--- config.mk ---
export PLATFORM = sky130hd
export DESIGN_NAME = spcfg_bank
export DESIGN_NICKNAME = d
export VERILOG_FILES = /design/src/rtl/spcfg_pkg.sv /design/src/rtl/spcfg_bank.sv /design/src/rtl/spcfg_port_ctrl.sv
export VERILOG_INCLUDE_DIRS = /design/src /design/src/rtl
export SDC_FILE = /design/constraint.sdc
export NUM_CORES = 1
export LEC_CHECK = 0
export BUFFER_PORTS_ARGS = -buffer_cell sky130_fd_sc_hd__buf_2
export CAP_MARGIN = 30
export CORE_ASPECT_RATIO = 1.5
export CORE_UTILIZATION = 53
export CTS_CLUSTER_DIAMETER = 30
export CTS_CLUSTER_SIZE = 10
export DETAILED_ROUTE_END_ITERATION = 10
export HOLD_SLACK_MARGIN = 0.15
export PLACE_DENSITY = 0.8
export SYNTH_ARGS = -nofsm -noshare
export SYNTH_HDL_FRONTEND = slang
export SYNTH_SLANG_ARGS = --single-unit
--- constraint.sdc ---
create_clock -name clk_sys -period 3.1 [get_ports clk_sys]
set_input_delay 0.465 -clock clk_sys [delete_from_list [all_inputs] [get_ports clk_sys]]
set_output_delay 0.465 -clock clk_sys [all_outputs]
set_load 0.01 [all_outputs]
--- src/rtl/spcfg_defines.svh ---
// Purpose: Offsets, field positions, reset values and signature addresses for the port configuration bank
// Assumes: Included by its bare name
// Notes:   Register indexes are those of application number 0
`ifndef SPCFG_DEFINES_SVH
`define SPCFG_DEFINES_SVH

`define SPCFG_APP_NUM         8'h00
`define SPCFG_REQ_WRITE       8'h0e
`define SPCFG_REQ_READ        8'h0d

`define SPCFG_IDX_P1_CFG0     8'h04
`define SPCFG_IDX_P1_CFG1     8'h05
`define SPCFG_IDX_P1_CFG2     8'h06
`define SPCFG_IDX_P2_CFG0     8'h19
`define SPCFG_IDX_P2_CFG1     8'h1a
`define SPCFG_IDX_P2_CFG2     8'h1b

`define SPCFG_RST_P1_CFG0     8'h01
`define SPCFG_RST_P1_CFG1     8'h85
`define SPCFG_RST_P1_CFG2     8'h24
`define SPCFG_RST_P2_CFG0     8'h01
`define SPCFG_RST_P2_CFG1     8'h84
`define SPCFG_RST_P2_CFG2     8'h24

// Writable bits; port 2 reserved fields read as zero, except cfg1 bit 7, which reset value 8'h84 sets until written or loaded
`define SPCFG_WMASK_P1_CFG0   8'h7f
`define SPCFG_WMASK_P1_CFG1   8'hff
`define SPCFG_WMASK_P1_CFG2   8'hff
`define SPCFG_WMASK_P2_CFG0   8'h71
`define SPCFG_WMASK_P2_CFG1   8'h1c
`define SPCFG_WMASK_P2_CFG2   8'h3f

`define SPCFG_EE_ADDR_SIG_LO  8'h00
`define SPCFG_EE_ADDR_SIG_HI  8'h01
`define SPCFG_EE_ADDR_P1      8'h08
`define SPCFG_EE_ADDR_P2      8'h0e

`define SPCFG_BIT_IR_MODE     6
`define SPCFG_BIT_RTS_LO      4
`define SPCFG_BIT_WAKE_INHIB  4

`define SPCFG_RTS_CTRL_LOW    2'b00
`define SPCFG_RTS_CTRL_HIGH   2'b01
`define SPCFG_RTS_DATA        2'b10

`endif

--- src/rtl/spcfg_pkg.sv ---
// Purpose: Types shared by the port configuration bank
// Assumes: Constants live in spcfg_defines.svh
// Notes:   One struct per port configuration triple
package spcfg_pkg;
   typedef struct packed {
      logic [7:0] cfg2;
      logic [7:0] cfg1;
      logic [7:0] cfg0;
   } spcfg_port_t;

   typedef struct packed {
      logic       cts;
      logic       dcd;
      logic       ring;
      logic       dsr;
      logic       rxd;
   } spcfg_lines_t;

   typedef enum logic [5:0] {
      SPCFG_IDLE  = 6'b000001,
      SPCFG_SIG0  = 6'b000010,
      SPCFG_SIG1  = 6'b000100,
      SPCFG_LOAD1 = 6'b001000,
      SPCFG_LOAD2 = 6'b010000,
      SPCFG_DONE  = 6'b100000
   } spcfg_state_t;
endpackage : spcfg_pkg

--- src/rtl/spcfg_bank.sv ---
// Purpose: Port configuration register bank with serial-memory load and host access
// Assumes: Memory read port answers one byte per request with a valid strobe
// Notes:   Host access arrives already decoded from vendor control requests
`timescale 1ns/100ps
`include "spcfg_defines.svh"
module spcfg_bank #(
   parameter logic [15:0] PRESENCE_WORD = 16'h5a5a  // Arbitrary value
) (
   input  wire logic                 clk_sys,
   input  wire logic                 nrst,
   output logic                      ee_req,
   output logic [7:0]                ee_addr,
   input  wire logic                 ee_valid,
   input  wire logic [7:0]           ee_data,
   input  wire logic                 ee_absent,
   input  wire logic                 host_valid,
   input  wire logic [7:0]           host_request,
   input  wire logic [7:0]           host_app,
   input  wire logic [7:0]           host_index,
   input  wire logic [7:0]           host_wdata,
   output logic [7:0]                host_rdata,
   output logic                      host_ack,
   output logic                      host_nak,
   output logic                      load_done,
   output logic                      ee_present,
   input  wire logic [1:0]           modem_rts,
   input  wire logic [1:0]           tx_buf_empty,
   input  wire spcfg_pkg::spcfg_lines_t lines1,
   input  wire spcfg_pkg::spcfg_lines_t lines2,
   input  wire logic                 usb_suspended,
   output logic [1:0]                rts_pin_n,
   output logic [1:0]                ir_mode,
   output logic [1:0]                wake_allowed,
   output logic                      remote_wake_req,
   output spcfg_pkg::spcfg_port_t    port1_cfg,
   output spcfg_pkg::spcfg_port_t    port2_cfg
);
   spcfg_pkg::spcfg_state_t state;
   spcfg_pkg::spcfg_state_t next_state;
   spcfg_pkg::spcfg_port_t  next_port1_cfg;
   spcfg_pkg::spcfg_port_t  next_port2_cfg;
   logic [1:0]              pos;
   logic [1:0]              next_pos;
   logic [7:0]              sig_lo;
   logic [7:0]              next_sig_lo;
   logic                    req_out;
   logic                    next_req_out;
   logic                    next_ee_present;
   logic [7:0]              next_host_rdata;
   logic                    next_host_ack;
   logic                    next_host_nak;
   logic [1:0]              wake;

   // Writable-bit mask per index; zero means unmapped
   function automatic logic [7:0] wmask(input logic [7:0] idx);
      unique case (idx)
         `SPCFG_IDX_P1_CFG0: wmask = `SPCFG_WMASK_P1_CFG0;
         `SPCFG_IDX_P1_CFG1: wmask = `SPCFG_WMASK_P1_CFG1;
         `SPCFG_IDX_P1_CFG2: wmask = `SPCFG_WMASK_P1_CFG2;
         `SPCFG_IDX_P2_CFG0: wmask = `SPCFG_WMASK_P2_CFG0;
         `SPCFG_IDX_P2_CFG1: wmask = `SPCFG_WMASK_P2_CFG1;
         `SPCFG_IDX_P2_CFG2: wmask = `SPCFG_WMASK_P2_CFG2;
         default:            wmask = 8'h00;
      endcase
   endfunction : wmask

   function automatic logic mapped(input logic [7:0] idx);
      mapped = (idx == `SPCFG_IDX_P1_CFG0) || (idx == `SPCFG_IDX_P1_CFG1)
            || (idx == `SPCFG_IDX_P1_CFG2) || (idx == `SPCFG_IDX_P2_CFG0)
            || (idx == `SPCFG_IDX_P2_CFG1) || (idx == `SPCFG_IDX_P2_CFG2);
   endfunction : mapped

   assign load_done       = (state == spcfg_pkg::SPCFG_DONE);
   assign ee_req          = req_out;
   assign remote_wake_req = |wake;

   always_comb begin
      next_state      = state;
      next_port1_cfg  = port1_cfg;
      next_port2_cfg  = port2_cfg;
      next_pos        = pos;
      next_sig_lo     = sig_lo;
      next_req_out    = 1'b0;
      next_ee_present = ee_present;
      next_host_rdata = host_rdata;
      next_host_ack   = 1'b0;
      next_host_nak   = 1'b0;
      ee_addr         = `SPCFG_EE_ADDR_SIG_LO;
      unique case (state)
         spcfg_pkg::SPCFG_IDLE: begin
            if (ee_absent) begin
               next_state = spcfg_pkg::SPCFG_DONE;
            end else begin
               next_req_out = 1'b1;
               next_state   = spcfg_pkg::SPCFG_SIG0;
            end
         end
         spcfg_pkg::SPCFG_SIG0: begin
            ee_addr = `SPCFG_EE_ADDR_SIG_LO;
            if (ee_valid) begin
               next_sig_lo  = ee_data;
               next_req_out = 1'b1;
               next_state   = spcfg_pkg::SPCFG_SIG1;
            end
         end
         spcfg_pkg::SPCFG_SIG1: begin
            ee_addr = `SPCFG_EE_ADDR_SIG_HI;
            if (ee_valid) begin
               if ({ee_data, sig_lo} == PRESENCE_WORD) begin
                  next_ee_present = 1'b1;
                  next_req_out    = 1'b1;
                  next_pos        = 2'd0;
                  next_state      = spcfg_pkg::SPCFG_LOAD1;
               end else begin
                  next_state = spcfg_pkg::SPCFG_DONE;
               end
            end
         end
         spcfg_pkg::SPCFG_LOAD1: begin
            ee_addr = `SPCFG_EE_ADDR_P1 + {6'h00, pos};
            if (ee_valid) begin
               next_port1_cfg[pos*8 +: 8] = ee_data & wmask(`SPCFG_IDX_P1_CFG0 + {6'h00, pos});
               next_req_out = 1'b1;
               next_pos     = (pos == 2'd2) ? 2'd0 : pos + 2'd1;
               if (pos == 2'd2) begin
                  next_state = spcfg_pkg::SPCFG_LOAD2;
               end
            end
         end
         spcfg_pkg::SPCFG_LOAD2: begin
            ee_addr = `SPCFG_EE_ADDR_P2 + {6'h00, pos};
            if (ee_valid) begin
               next_port2_cfg[pos*8 +: 8] = ee_data & wmask(`SPCFG_IDX_P2_CFG0 + {6'h00, pos});
               next_pos = pos + 2'd1;
               if (pos == 2'd2) begin
                  next_state = spcfg_pkg::SPCFG_DONE;
               end else begin
                  next_req_out = 1'b1;
               end
            end
         end
         spcfg_pkg::SPCFG_DONE: begin
            if (host_valid) begin
               if (host_app != `SPCFG_APP_NUM || !mapped(host_index)) begin
                  next_host_nak = 1'b1;
               end else if (host_request == `SPCFG_REQ_WRITE) begin
                  next_host_ack = 1'b1;
                  unique case (host_index)
                     `SPCFG_IDX_P1_CFG0: next_port1_cfg.cfg0 = host_wdata & wmask(host_index);
                     `SPCFG_IDX_P1_CFG1: next_port1_cfg.cfg1 = host_wdata & wmask(host_index);
                     `SPCFG_IDX_P1_CFG2: next_port1_cfg.cfg2 = host_wdata & wmask(host_index);
                     `SPCFG_IDX_P2_CFG0: next_port2_cfg.cfg0 = host_wdata & wmask(host_index);
                     `SPCFG_IDX_P2_CFG1: next_port2_cfg.cfg1 = host_wdata & wmask(host_index);
                     default:            next_port2_cfg.cfg2 = host_wdata & wmask(host_index);
                  endcase
               end else if (host_request == `SPCFG_REQ_READ) begin
                  next_host_ack = 1'b1;
                  unique case (host_index)
                     `SPCFG_IDX_P1_CFG0: next_host_rdata = port1_cfg.cfg0;
                     `SPCFG_IDX_P1_CFG1: next_host_rdata = port1_cfg.cfg1;
                     `SPCFG_IDX_P1_CFG2: next_host_rdata = port1_cfg.cfg2;
                     `SPCFG_IDX_P2_CFG0: next_host_rdata = port2_cfg.cfg0;
                     `SPCFG_IDX_P2_CFG1: next_host_rdata = port2_cfg.cfg1;
                     default:            next_host_rdata = port2_cfg.cfg2;
                  endcase
               end else begin
                  next_host_nak = 1'b1;
               end
            end
         end
         default: next_state = spcfg_pkg::SPCFG_IDLE;
      endcase
      // Host requests before loading ends are refused
      if (host_valid && state != spcfg_pkg::SPCFG_DONE) begin
         next_host_nak = 1'b1;
      end
   end

   always_ff @(posedge clk_sys or negedge nrst) begin
      if (!nrst) begin
         state      <= spcfg_pkg::SPCFG_IDLE;
         port1_cfg  <= {`SPCFG_RST_P1_CFG2, `SPCFG_RST_P1_CFG1, `SPCFG_RST_P1_CFG0};
         port2_cfg  <= {`SPCFG_RST_P2_CFG2, `SPCFG_RST_P2_CFG1, `SPCFG_RST_P2_CFG0};
         pos        <= 2'd0;
         sig_lo     <= 8'h00;
         req_out    <= 1'b0;
         ee_present <= 1'b0;
         host_rdata <= 8'h00;
         host_ack   <= 1'b0;
         host_nak   <= 1'b0;
      end else begin
         state      <= next_state;
         port1_cfg  <= next_port1_cfg;
         port2_cfg  <= next_port2_cfg;
         pos        <= next_pos;
         sig_lo     <= next_sig_lo;
         req_out    <= next_req_out;
         ee_present <= next_ee_present;
         host_rdata <= next_host_rdata;
         host_ack   <= next_host_ack;
         host_nak   <= next_host_nak;
      end
   end

   spcfg_port_ctrl u_port1 (
      .clk_sys       (clk_sys),
      .nrst          (nrst),
      .cfg           (port1_cfg),
      .modem_rts     (modem_rts[0]),
      .tx_buf_empty  (tx_buf_empty[0]),
      .lines         (lines1),
      .usb_suspended (usb_suspended),
      .rts_pin_n     (rts_pin_n[0]),
      .ir_mode       (ir_mode[0]),
      .wake_allowed  (wake_allowed[0]),
      .wake_req      (wake[0])
   );

   spcfg_port_ctrl u_port2 (
      .clk_sys       (clk_sys),
      .nrst          (nrst),
      .cfg           (port2_cfg),
      .modem_rts     (modem_rts[1]),
      .tx_buf_empty  (tx_buf_empty[1]),
      .lines         (lines2),
      .usb_suspended (usb_suspended),
      .rts_pin_n     (rts_pin_n[1]),
      .ir_mode       (ir_mode[1]),
      .wake_allowed  (wake_allowed[1]),
      .wake_req      (wake[1])
   );
endmodule : spcfg_bank

--- src/rtl/spcfg_port_ctrl.sv ---
// Purpose: Per-port RTS drive and wake-up trigger logic from one configuration triple
// Assumes: Modem lines are synchronous to clk_sys
// Notes:   Wake request is a one-cycle pulse
`timescale 1ns/100ps
`include "spcfg_defines.svh"
module spcfg_port_ctrl (
   input  wire logic                 clk_sys,
   input  wire logic                 nrst,
   input  wire spcfg_pkg::spcfg_port_t cfg,
   input  wire logic                 modem_rts,
   input  wire logic                 tx_buf_empty,
   input  wire spcfg_pkg::spcfg_lines_t lines,
   input  wire logic                 usb_suspended,
   output logic                      rts_pin_n,
   output logic                      ir_mode,
   output logic                      wake_allowed,
   output logic                      wake_req
);
   spcfg_pkg::spcfg_lines_t prev_lines;
   spcfg_pkg::spcfg_lines_t next_prev_lines;
   logic                    next_rts_pin_n;
   logic                    next_wake_req;
   logic                    primed;
   logic                    next_primed;
   logic [4:0]              changed;
   logic [1:0]              rts_sel;

   assign rts_sel      = cfg.cfg0[`SPCFG_BIT_RTS_LO+1:`SPCFG_BIT_RTS_LO];
   assign ir_mode      = cfg.cfg0[`SPCFG_BIT_IR_MODE];
   assign wake_allowed = !cfg.cfg0[`SPCFG_BIT_IR_MODE]
                         && !cfg.cfg1[`SPCFG_BIT_WAKE_INHIB];
   // No history on the first cycle after reset, so no edge whatever the line levels
   assign changed      = (lines ^ prev_lines) & {5{primed}};

   always_comb begin
      next_prev_lines = lines;
      next_primed     = 1'b1;
      unique case (rts_sel)
         `SPCFG_RTS_CTRL_LOW:  next_rts_pin_n = !modem_rts;
         `SPCFG_RTS_CTRL_HIGH: next_rts_pin_n = modem_rts;
         `SPCFG_RTS_DATA:      next_rts_pin_n = tx_buf_empty;
         default:              next_rts_pin_n = 1'b1;
      endcase
      // Bit order cts,dcd,ring,dsr,rxd maps to enables 0..4
      next_wake_req = usb_suspended && wake_allowed
                      && |(changed & {cfg.cfg2[0], cfg.cfg2[1], cfg.cfg2[2],
                                      cfg.cfg2[3], cfg.cfg2[4]});
   end

   always_ff @(posedge clk_sys or negedge nrst) begin
      if (!nrst) begin
         prev_lines <= '0;
         primed     <= 1'b0;
         rts_pin_n  <= 1'b1;
         wake_req   <= 1'b0;
      end else begin
         prev_lines <= next_prev_lines;
         primed     <= next_primed;
         rts_pin_n  <= next_rts_pin_n;
         wake_req   <= next_wake_req;
      end
   end
endmodule : spcfg_port_ctrl

==> key figures, run 1 <==
GRT
  • Vias in the first global route: around 4,500
  • First-pass GRT wire length: 23,200 um
  • Initial antenna violation count: 0
  • GR Overflow Total: 0
  • Largest net degree at the start of global routing: 56
  • GRT Overall Usage: 0.314

CTS
  • CTS tree: yes
  • Setup bufs post-CTS: 0
  • TritonCTS Buffers: 9
  • CTS resizes: 0
  • Clock root cell: clkbuf_16
  • H-tree level count: 3
  • Hold buffers post-CTS: 0
  • Max Root-Sink Buffers: 2
  • Reg clk slew, reported paths: ~0.070 ns
  • Clock sinks: 89
  • Clk_lat worst skew: around 0.35 ns

Floorplan
  • Die Span Y: about 120 um
  • Row Count: 43
  • I/O Pins: 136
  • Area of the die: 10,200 sq um
  • Initial Util: 0.552
  • Core area: around 9400 sq um
  • Die width: 82.6 um

Synth
  • Post-synth cell types: 71
  • Synthesized area: about 5200 sq um
  • Synth top cells by count: dfrtp_1, mux2_2, o21ai_0
  • Cells after synthesis: 497
  • Cell taking the most area after synthesis: dfrtp_1
  • Most common cell in the netlist: dfrtp_1
  • Ys flop type: dfrtp_1
  • Synth Register Bits: 89
  • Sequential area share after synthesis: 0.434
  • Syn_area_per_cell: slightly above 10 sq um
  • Yosys warns: 0
  • Async S/R FF share, synth: 1.00
  • Post-synth EDFFs: 0
  • Share of the synthesized area in the top cell type: 0.363
  • Top post-synthesis cells by area: dfrtp_1, mux2_2, dfstp_2

Critical path
  • Startpoint Class: register
  • Critical Path, Cell by Cell: nor4_1, buf_4, nand2_1, inv_1, buf_2
  • Reg2reg start: state[3]$_DFFE_PN0P_
  • Crit-path slowest cell: inv_1
  • Critical path class: register to primary output
  • Worst reg-to-reg setup slack: between 0.2 and 0.3 ns
  • CP endpoint kind: primary output
  • Crit-path max FO: 20
  • R2r worst-path depth: 5
  • Buf+Inv Stages, Crit Path: 3
  • CP peak stage delay: ~0.57 ns
  • Critical R2R Capture: port1_cfg[2]$_DFFE_PN0P_
  • CP required: around 2.6 ns
  • CP top delay family: buffers and inverters
  • Arr. time, crit path: roughly 2.4 ns

Worst hold path
  • HP Class: input port to async pin

STA
  • Final setup TNS: 0 ns
  • # setup viols final: 0
  • RSZ-0062 raised after global routing: false
  • Hold Vio Cnt, Final: 0
  • Final min period: about 2.9 ns
  • Crit share post-route: 0.925
  • FMAX: 349 MHz
  • Max Clock Skew: approximately 0.007 ns
  • Slew margin rel.: 0.473
  • Slew Limit Fails: 0
  • Slew at the pin closest to its max-slew limit: slightly below 0.8 ns

Placement
  • Routability congestion estimate from global placement: roughly 0.96
  • Post-DP HPWL: roughly 12,000 um
  • Buffers added on ports: 130

Power
  • VDD IR max: 0.350 mV
  • Leak: roughly 3.1 nW
  • Power per Cell Area: approximately 530 nW/um^2

Final layout
  • # diodes: 0
  • Layout cell share with drive strength beyond 1: 0.381
  • # fillers: approximately 800
  • Nets: 690
  • Area delta synth->final: 19.4%
  • Finished Core Util: 0.659

Drt
  • DR iter-0 viols: around 370
  • Per-cell routed wire length: between 20 and 25 um
  • Final ANT Viol Nets: 0
  • Via count: ~4,700
  • Vias/cell: about 6.3
  • Detailed Routing Iterations Pass 1: 5
  • Post-route DRC: 0
  • Final WL: around 15,000 um

Flow run
  • Maxcap violations: 0

Status
  • Status: finished clean
## final cells by class
| type | count | area (sq um) | share of cell area |
|---|---|---|---|
| multi-input cells | 365 | 2660 | 0.431 |
| flip-flops and latches | 89 | 2240 | 0.364 |
| repair buffers | 146 | 773 | 0.125 |
| clock buffers | 10 | 229 | 0.0371 |
| well taps | 112 | 140 | 0.0227 |
| clock inverters | 6 | 78.8 | 0.0128 |
| inverters | 12 | 45.0 | 0.00730 |
## per-stage QoR
| stage | instance area, sq um | hold slack, ns | instances | power [mW] | setup WS [ns] |
|---|---|---|---|---|---|
| global placement | 5860 | 0.444 | 724 | 2.12 | 0.287 |
| global route | 6170 | 0.218 | 740 | 3.40 | 0.115 |
| detailed placement | 5860 | 0.455 | 724 | 2.14 | 0.206 |
| CTS | 6170 | 0.192 | 740 | 3.25 | 0.260 |
| floorplan | 5180 | 0.169 | 501 | 1.90 | 0.637 |
| finish | 6170 | 0.163 | 740 | 3.26 | 0.233 |
## state kept, by name, summed over array words and instances, names as in the netlist, 2 cells and up
name	flops
host_rdata	8
state	6
pos	2
u_port2.prev_lines	5
port2_cfg	22
u_port1.prev_lines	5
sig_lo	8
port1_cfg	24
## worst register-to-register path, stage by stage, from the launching register on
cell and delay, ns:
dfrtp_1 0.48, or4_4 0.57, nor3_1 0.28, nand4_1 0.36, a22oi_2 0.62, mux2_2 0.41
## report_power, final
group	switching, mW	internal (mW)	leakage [nW]
Clock	0.485	0.636	0.142
Combinational	0.475	0.307	1.80
Sequential	0.0899	1.27	1.14
Total	1.05	2.21	3.08
## cell families after synthesis
| group | Yosys count | synth area share |
|---|---|---|
| compound gates | 132 | 0.185 |
| buf+inv | 47 | 0.0535 |
| mux | 55 | 0.117 |
| fa+ha+maj | 7 | 0.0170 |
| flops | 89 | 0.434 |
| xor+xnor | 12 | 0.0203 |
| other cells | 2 | 0.00145 |
| simple gates | 153 | 0.171 |
## worst max path at each step
stage	slack (ns)	startpoint	cells past startpoint	to
after floorplan	0.64	state[3]$_DFFE_PN0P_	7	port1_cfg[16]$_DFFE_PN0P_
after global placement	0.29	host_index[3]	6	port1_cfg[3]$_DFFE_PN0P_
after detailed placement	0.21	host_index[3]	6	port1_cfg[2]$_DFFE_PN0P_
after CTS	0.26	state[3]$_DFFE_PN0P_	5	load_done
after global routing	0.12	state[3]$_DFFE_PN0P_	5	load_done
final	0.23	state[3]$_DFFE_PN0P_	5	load_done
## routing by layer
layer | wire, um | global-route usage
met1 | 5810 | 0.389
met2 | 7700 | 0.527
met4 | 569 | 0.144
met5 | 0 | 0
met3 | 1110 | 0.0524
## cells in the final DEF (no fill, tap or decap), types with 9 or more instances in the layout
cell type    n
nor2_1      24
buf_2      129
a22o_1      16
dfrtp_1     75
o21ai_0     42
and2_1      12
inv_1       12
mux2_2      43
dfstp_2     14
xor2_1      12
mux2i_1     12
clkbuf_16    9
nand4_1      9
buf_4       17
nand2_1     39
nand3_1      9
No activity file was read; power rests on OpenSTA's default activity.
==> run 2: changes to the inputs <==
--- a/config.mk
+++ b/config.mk
@@ -13,6 +13,7 @@
 export CTS_CLUSTER_DIAMETER = 30
 export CTS_CLUSTER_SIZE = 10
 export DETAILED_ROUTE_END_ITERATION = 10
+export GPL_TIMING_DRIVEN = 0
 export HOLD_SLACK_MARGIN = 0.15
 export PLACE_DENSITY = 0.8
 export SYNTH_ARGS = -nofsm -noshare
==> run 2 against run 1 <==
Via count grew 2.3%. Final area grew 2.3%. Setup slack lost 0.031 ns. Critical path type is now register to register. Critical endpoint is now port1_cfg[2]$_DFFE_PN0P_. Non-clock buffer count grew 20. Highest routed layer unchanged. Register-to-register slack lost 0.07 ns. Power grew 1.7%. Sequential power is essentially flat. Worst hold slack gained 0.077 ns. Maximum frequency shrank 1.1%.
==> key figures, run 2 (same netlist as run 1, synthesis figures left out) <==
GRT
  • Largest net degree at the start of global routing: 70
  • First-pass GRT wire length: around 23,000 um
  • GRT Overall Usage: 0.311
  • Vias in the first global route: between 4,000 and 5,000
  • Initial antenna violation count: 0
  • GR Overflow Total: 0

STA
  • RSZ-0062 raised after global routing: false
  • Hold Vio Cnt, Final: 0
  • Final min period: between 2 and 3 ns
  • Fin Hold WS: between 0.2 and 0.25 ns
  • Final setup TNS: 0 ns
  • Crit share post-route: 0.935
  • Slew Limit Fails: 0
  • Slew at the pin closest to its max-slew limit: about 0.77 ns
  • # setup viols final: 0
  • FMAX: ~350 MHz
  • Max Clock Skew: between 0.009 and 0.01 ns
  • Slew margin rel.: 0.482
  • Final worst slack: 0.202 ns

Critical path
  • Reg2reg start: state[3]$_DFFE_PN0P_
  • Buf+Inv Stages, Crit Path: 2
  • Critical R2R Capture: port1_cfg[2]$_DFFE_PN0P_
  • CP peak stage delay: 0.64 ns
  • Critical Path, Cell by Cell: buf_6, or4_4, buf_6, nor3_1, nand4_1, a22oi_2, mux2_2
  • Most frequent CP cell: buf_6
  • Arr. time, crit path: ~3.1 ns
  • CP required: between 3 and 4 ns
  • CP top delay family: simple AND/OR/NAND/NOR gates
  • R2r worst-path depth: 7
  • Startpoint Class: register
  • Crit-path slowest cell: a22oi_2
  • CP endpoint kind: register
  • Critical path class: register to register
  • Crit-path max FO: 10
  • Worst reg-to-reg setup slack: about 0.2 ns

Flow run
  • Maxcap violations: 0

Worst hold path
  • Hold Path Sink: u_port1.prev_lines[1]$_DFF_PN0_
  • Hold Path Stages: 1
  • HP Class: input port to register
  • Worst hold start: lines1[1]

Final layout
  • Commonest non-fill, non-tap cell in the layout: buf_2
  • Design Area, Final: around 6300 sq um
  • Area delta synth->final: 22.2%
  • Largest Register: port1_cfg
  • Biggest registers after layout: port1_cfg (24), port2_cfg (22)
  • Commonest cells after routing, fill and taps aside: buf_2, dfrtp_1, mux2_2, o21ai_0, nand2_1
  • Layout cell share with drive strength beyond 1: 0.384
  • Finished Core Util: 0.675
  • # diodes: 0
  • Max FFs per register: 24
  • Nets: around 700

Placement
  • Post-Place Worst Slack: 0.159 ns
  • Post-DP HPWL: around 11,000 um
  • Routability congestion estimate from global placement: ~1
  • Buffers added on ports: between 100 and 150
  • Area after DPL: 6000 sq um

CTS
  • CTS tree: yes
  • TritonCTS Buffers: 9
  • Reg clk slew, reported paths: approximately 0.070 ns
  • Clk_lat worst skew: around 0.35 ns
  • Clock sinks: 89
  • Clock root cell: clkbuf_16
  • H-tree level count: 3
  • Max Root-Sink Buffers: 2

Status
  • Status: finished clean

Floorplan
  • Die width: approximately 83 um
  • Core area: about 9400 sq um
  • Row Count: 43
  • I/O Pins: approximately 140
  • Area of the die: 10,200 sq um
  • Initial Util: 0.552
  • Die Span Y: 123 um

Drt
  • DR iter-0 viols: ~460
  • Final ANT Viol Nets: 0
  • Per-cell routed wire length: 19.8 um
  • Vias/cell: around 6.3
  • Via count: between 4,000 and 5,000
  • Detailed Routing Iterations Pass 1: 10
  • Final WL: approximately 15,000 um
  • Post-route DRC: 0

Power
  • VDD IR max: approximately 0.45 mV
  • Leak: approximately 3.1 nW
  • Power per Cell Area: 525 nW/um^2
## run 2: final cells by class
type	count	area, sq um
Timing Repair Buffer	131	686
Sequential cell	89	2240
Tap cell	112	140
Multi-Input combinational cell	365	2670
Buffer	35	231
Fill cell	772	3050
Clock buffer	10	229
Clock inverter	6	67.6
Inverter	12	45.0
## run 2: worst max path at each step
| stage | endpoint | cells after the start | start |
|---|---|---|---|
| after floorplan | port1_cfg[16]$_DFFE_PN0P_ | 7 | state[3]$_DFFE_PN0P_ |
| after global placement | port2_cfg[21]$_DFFE_PN1P_ | 7 | pos[0]$_DFFE_PN0P_ |
| after detailed placement | port1_cfg[2]$_DFFE_PN0P_ | 7 | host_index[5] |
| after CTS | port2_cfg[17]$_DFFE_PN0P_ | 7 | pos[0]$_DFFE_PN0P_ |
| after global routing | port1_cfg[2]$_DFFE_PN0P_ | 7 | state[3]$_DFFE_PN0P_ |
| final | port1_cfg[2]$_DFFE_PN0P_ | 7 | state[3]$_DFFE_PN0P_ |
## run 2: timing repair
action                                  CTS  global route
endpoints found under the setup margin    0             5
setup buffers                             0             0
endpoints found under the hold margin    19             0
resized for setup                         0             2
hold buffers                              1             0
## run 2: power breakdown
group          total (mW)  internal, mW  switching, mW  leakage (nW)
registers            1.36          1.27         0.0885          1.14
logic               0.845         0.344          0.501          1.87
clock network        1.11         0.628          0.486         0.139
## run 2: per-stage QoR
step	cells	power [mW]
final	760	3.32
after global routing	760	3.44
after global placement	742	2.14
after CTS	760	3.28
after floorplan	501	1.90
after detailed placement	743	2.18
## run 2: routing by layer
metal  up-vias  global-route usage  part of all wire
met3        54              0.0465             0.068
met2       268               0.506              0.49
met1      2326               0.383              0.40
met4         0               0.188             0.048
met5         -                   0                 0
li1       2145                   -                 -
==> run 3: changes to the inputs <==
--- a/config.mk
+++ b/config.mk
@@ -15,7 +15,8 @@
 export DETAILED_ROUTE_END_ITERATION = 10
 export GPL_TIMING_DRIVEN = 0
 export HOLD_SLACK_MARGIN = 0.15
-export PLACE_DENSITY = 0.8
+export PLACE_DENSITY = 0.81
 export SYNTH_ARGS = -nofsm -noshare
 export SYNTH_HDL_FRONTEND = slang
+export SYNTH_HIERARCHICAL = 1
 export SYNTH_SLANG_ARGS = --single-unit
==> run 3 against run 2 <==
Global-route usage up 0.11 points. Count of clock-buffer cells in the layout unchanged. Setup slack worse by 0.037 ns. Combinational power down 31%. Power down 8.6%. Critical path type unchanged. Register-to-register slack worse by 0.04 ns. Largest cell class unchanged.
==> key figures, run 3 <==
Drt
  • Final ANT Viol Nets: 0
  • Post-route DRC: 0
  • DR iter-0 viols: 306
  • Vias/cell: 6.27
  • Detailed Routing Iterations Pass 1: 5
  • Per-cell routed wire length: 20.2 um
  • Final WL: 14,300 um
  • Via count: about 4,400

Final layout
  • Commonest cells after routing, fill and taps aside: buf_2, dfrtp_1, mux2_2, a22o_1, o21ai_0
  • Finished Core Util: 0.685
  • Biggest registers after layout: port1_cfg (24), port2_cfg (22)
  • Max FFs per register: 24
  • # diodes: 0
  • Nets: 660
  • Largest Register: port1_cfg
  • Area delta synth->final: 23.8%
  • Commonest non-fill, non-tap cell in the layout: buf_2
  • Layout cell share with drive strength beyond 1: 0.386

Power
  • Leak: 3.06 nW
  • VDD IR max: slightly below 0.4 mV
  • Power per Cell Area: 492 nW/um^2
  • Design Power: between 3 and 4 mW

Synth
  • Synthesized area: between 4000 and 5000 sq um
  • Yosys warns: 6
  • Post-synth EDFFs: 0
  • Cell taking the most area after synthesis: dfrtp_1
  • Syn_area_per_cell: around 11 sq um
  • Post-synth cell types: 72
  • Async S/R FF share, synth: 1.00
  • Sequential area share after synthesis: 0.456
  • Most common cell in the netlist: dfrtp_1
  • Synth top cells by count: dfrtp_1, mux2_2, a22o_1
  • Ys flop type: dfrtp_1
  • Synth Register Bits: 90
  • Cells after synthesis: 444
  • Top post-synthesis cells by area: dfrtp_1, mux2_2, dfstp_2
  • Share of the synthesized area in the top cell type: 0.382

CTS
  • Max Root-Sink Buffers: 2
  • CTS tree: yes
  • H-tree level count: 3
  • Reg clk slew, reported paths: about 0.070 ns
  • Clock root cell: clkbuf_16
  • TritonCTS Buffers: 9
  • Clock sinks: 90
  • Clk_lat worst skew: around 0.35 ns

STA
  • # setup viols final: 0
  • Fin Hold WS: approximately 0.25 ns
  • Final min period: ~2.9 ns
  • Hold Vio Cnt, Final: 0
  • Max Clock Skew: around 0.006 ns
  • RSZ-0062 raised after global routing: false
  • Slew at the pin closest to its max-slew limit: about 1.0 ns
  • FMAX: between 300 and 400 MHz
  • Slew Limit Fails: 0
  • Slew margin rel.: 0.299
  • Crit share post-route: 0.947

Floorplan
  • Die width: roughly 81 um
  • I/O Pins: 136
  • Die Span Y: between 100 and 150 um
  • Core area: approximately 9000 sq um
  • Initial Util: 0.553
  • Area of the die: around 10000 sq um
  • Row Count: 42

Placement
  • Post-DP HPWL: 11,100 um
  • Routability congestion estimate from global placement: 0.896
  • Buffers added on ports: between 100 and 150

Critical path
  • Critical path class: register to register
  • Crit-path max FO: 10
  • Startpoint Class: register
  • CP peak stage delay: between 0.9 and 1 ns
  • Worst reg-to-reg setup slack: approximately 0.16 ns
  • Crit path from: pos[0]$_DFFE_PN0P_
  • Arr. time, crit path: about 3.2 ns
  • Reg2reg start: pos[0]$_DFFE_PN0P_
  • Critical Path End: port2_cfg[16]$_DFFE_PN0P_
  • Crit-path slowest cell: a2111oi_0
  • CP endpoint kind: register
  • CP required: roughly 3.4 ns
  • Critical Path, Cell by Cell: inv_1, ha_1, nand2b_1, a2111oi_0, buf_1, o2bb2ai_1, nor4_1, nor2_1
  • R2r worst-path depth: 8
  • Critical R2R Capture: port2_cfg[16]$_DFFE_PN0P_

GRT
  • Met1 Resource Use GR: 0.374
  • GRT busiest layer: met2
  • Met3 Resource Use GR: 0.0611
  • Vias in the first global route: approximately 4,400
  • Initial antenna violation count: 0
  • First-pass GRT wire length: around 23,000 um
  • GRT Overall Usage: 0.312
  • GR Overflow Total: 0
  • GRT met2 Usage: 0.523
  • Largest net degree at the start of global routing: 60

Flow run
  • Maxcap violations: 0

Status
  • Status: finished clean

Worst hold path
  • HP Class: input port to register
-- run 3: cell count changes in the layout (fill, tap and decap cells not counted), sizes merged, moves of 6 or more --
cell	previous run	this run
a221o	1	7
a22o	19	27
a311oi	0	6
a31oi	8	1
a41o	6	0
and2	12	6
buf	156	145
clkbuf	19	25
nand2	39	19
nor2	24	18
o21ai	43	23
o2bb2ai	3	14
-- run 3: layer usage --
layer / routed length, um / part of all wire / vias to the layer above
li1: - / - / 2004
met1: 5450 / 0.38 / 2174
met2: 7450 / 0.52 / 216
met3: 853 / 0.060 / 45
met4: 554 / 0.039 / 0
met5: 0 / 0 / -
-- run 3: cell type report --
type	instances	area [sq um]
clock inverter	6	73.8
clock buffer	10	229
sequential	90	2270
fill	708	2830
buffer	27	141
inverter	9	33.8
tap	110	138
timing repair buffer	134	717
multi-input combinational	322	2550
-- run 3: repair_timing --
action / 4_1_cts / 5_1_grt
endpoints found under the hold margin: 28 / 0
resized for setup: 2 / 1
endpoints found under the setup margin: 24 / 2
pin swaps: 1 / 1
hold buffers: 1 / 0
setup buffers: 1 / 1
-- run 3: where the power goes --
group / leakage (nW) / internal, mW / switching [mW] / total, mW
sequential: 1.14 / 1.27 / 0.0619 / 1.33
clock: 0.142 / 0.636 / 0.482 / 1.12
combinational: 1.77 / 0.241 / 0.338 / 0.579
total: 3.06 / 2.15 / 0.882 / 3.03
-- run 3: worst max-delay path, delay by kind of cell (launching register included) --
kind                     cells  cell delay, ns
AO/OA/AOI/OAI                2            1.07
adder cells (fa/ha/maj)      1            0.33
buffers and inverters        2            0.48
flip-flops                   1            0.53
AND/OR/NAND/NOR              3            0.47
-- run 3: cell families (layout without fill, tap and decap cells) --
logic type               Yosys count  count (layout)  share of synthesized area
buffers and inverters             36             186                     0.0350
adder cells (fa/ha/maj)            7               7                     0.0176
XOR/XNOR                          13              13                     0.0229
flip-flops                        90              90                      0.456
other                              3               7                    0.00226
AND/OR/NAND/NOR                  119             119                      0.148
AO/OA/AOI/OAI                    120             120                      0.194
multiplexers                      56              56                      0.124
-- run 3: through the flow --
step	setup WS (ns)	area, sq um	cells	TNS (ns)
floorplan	0.475	4990	448	0
global placement	-0.0597	5770	686	-0.311
detailed placement	-0.113	5800	689	-0.769
CTS	0.104	6140	707	0
global route	0.0102	6160	708	0
finish	0.165	6160	708	0
-- run 3: how the worst min path moves through the flow --
stage / from / to / slack, ns / depth (start not counted)
after floorplan: nrst / ee_present$_DFFE_PN0P_ / 0.17 / 0
after global placement: ee_present$_DFFE_PN0P_ / ee_present$_DFFE_PN0P_ / 0.43 / 1
after detailed placement: nrst / ee_present$_DFFE_PN0P_ / 0.44 / 1
after CTS: lines1[1] / u_port1/prev_lines[1]$_DFF_PN0_ / 0.24 / 1
after global routing: lines1[3] / u_port1/prev_lines[3]$_DFF_PN0_ / 0.23 / 1
final: lines2[3] / u_port2/prev_lines[3]$_DFF_PN0_ / 0.25 / 1
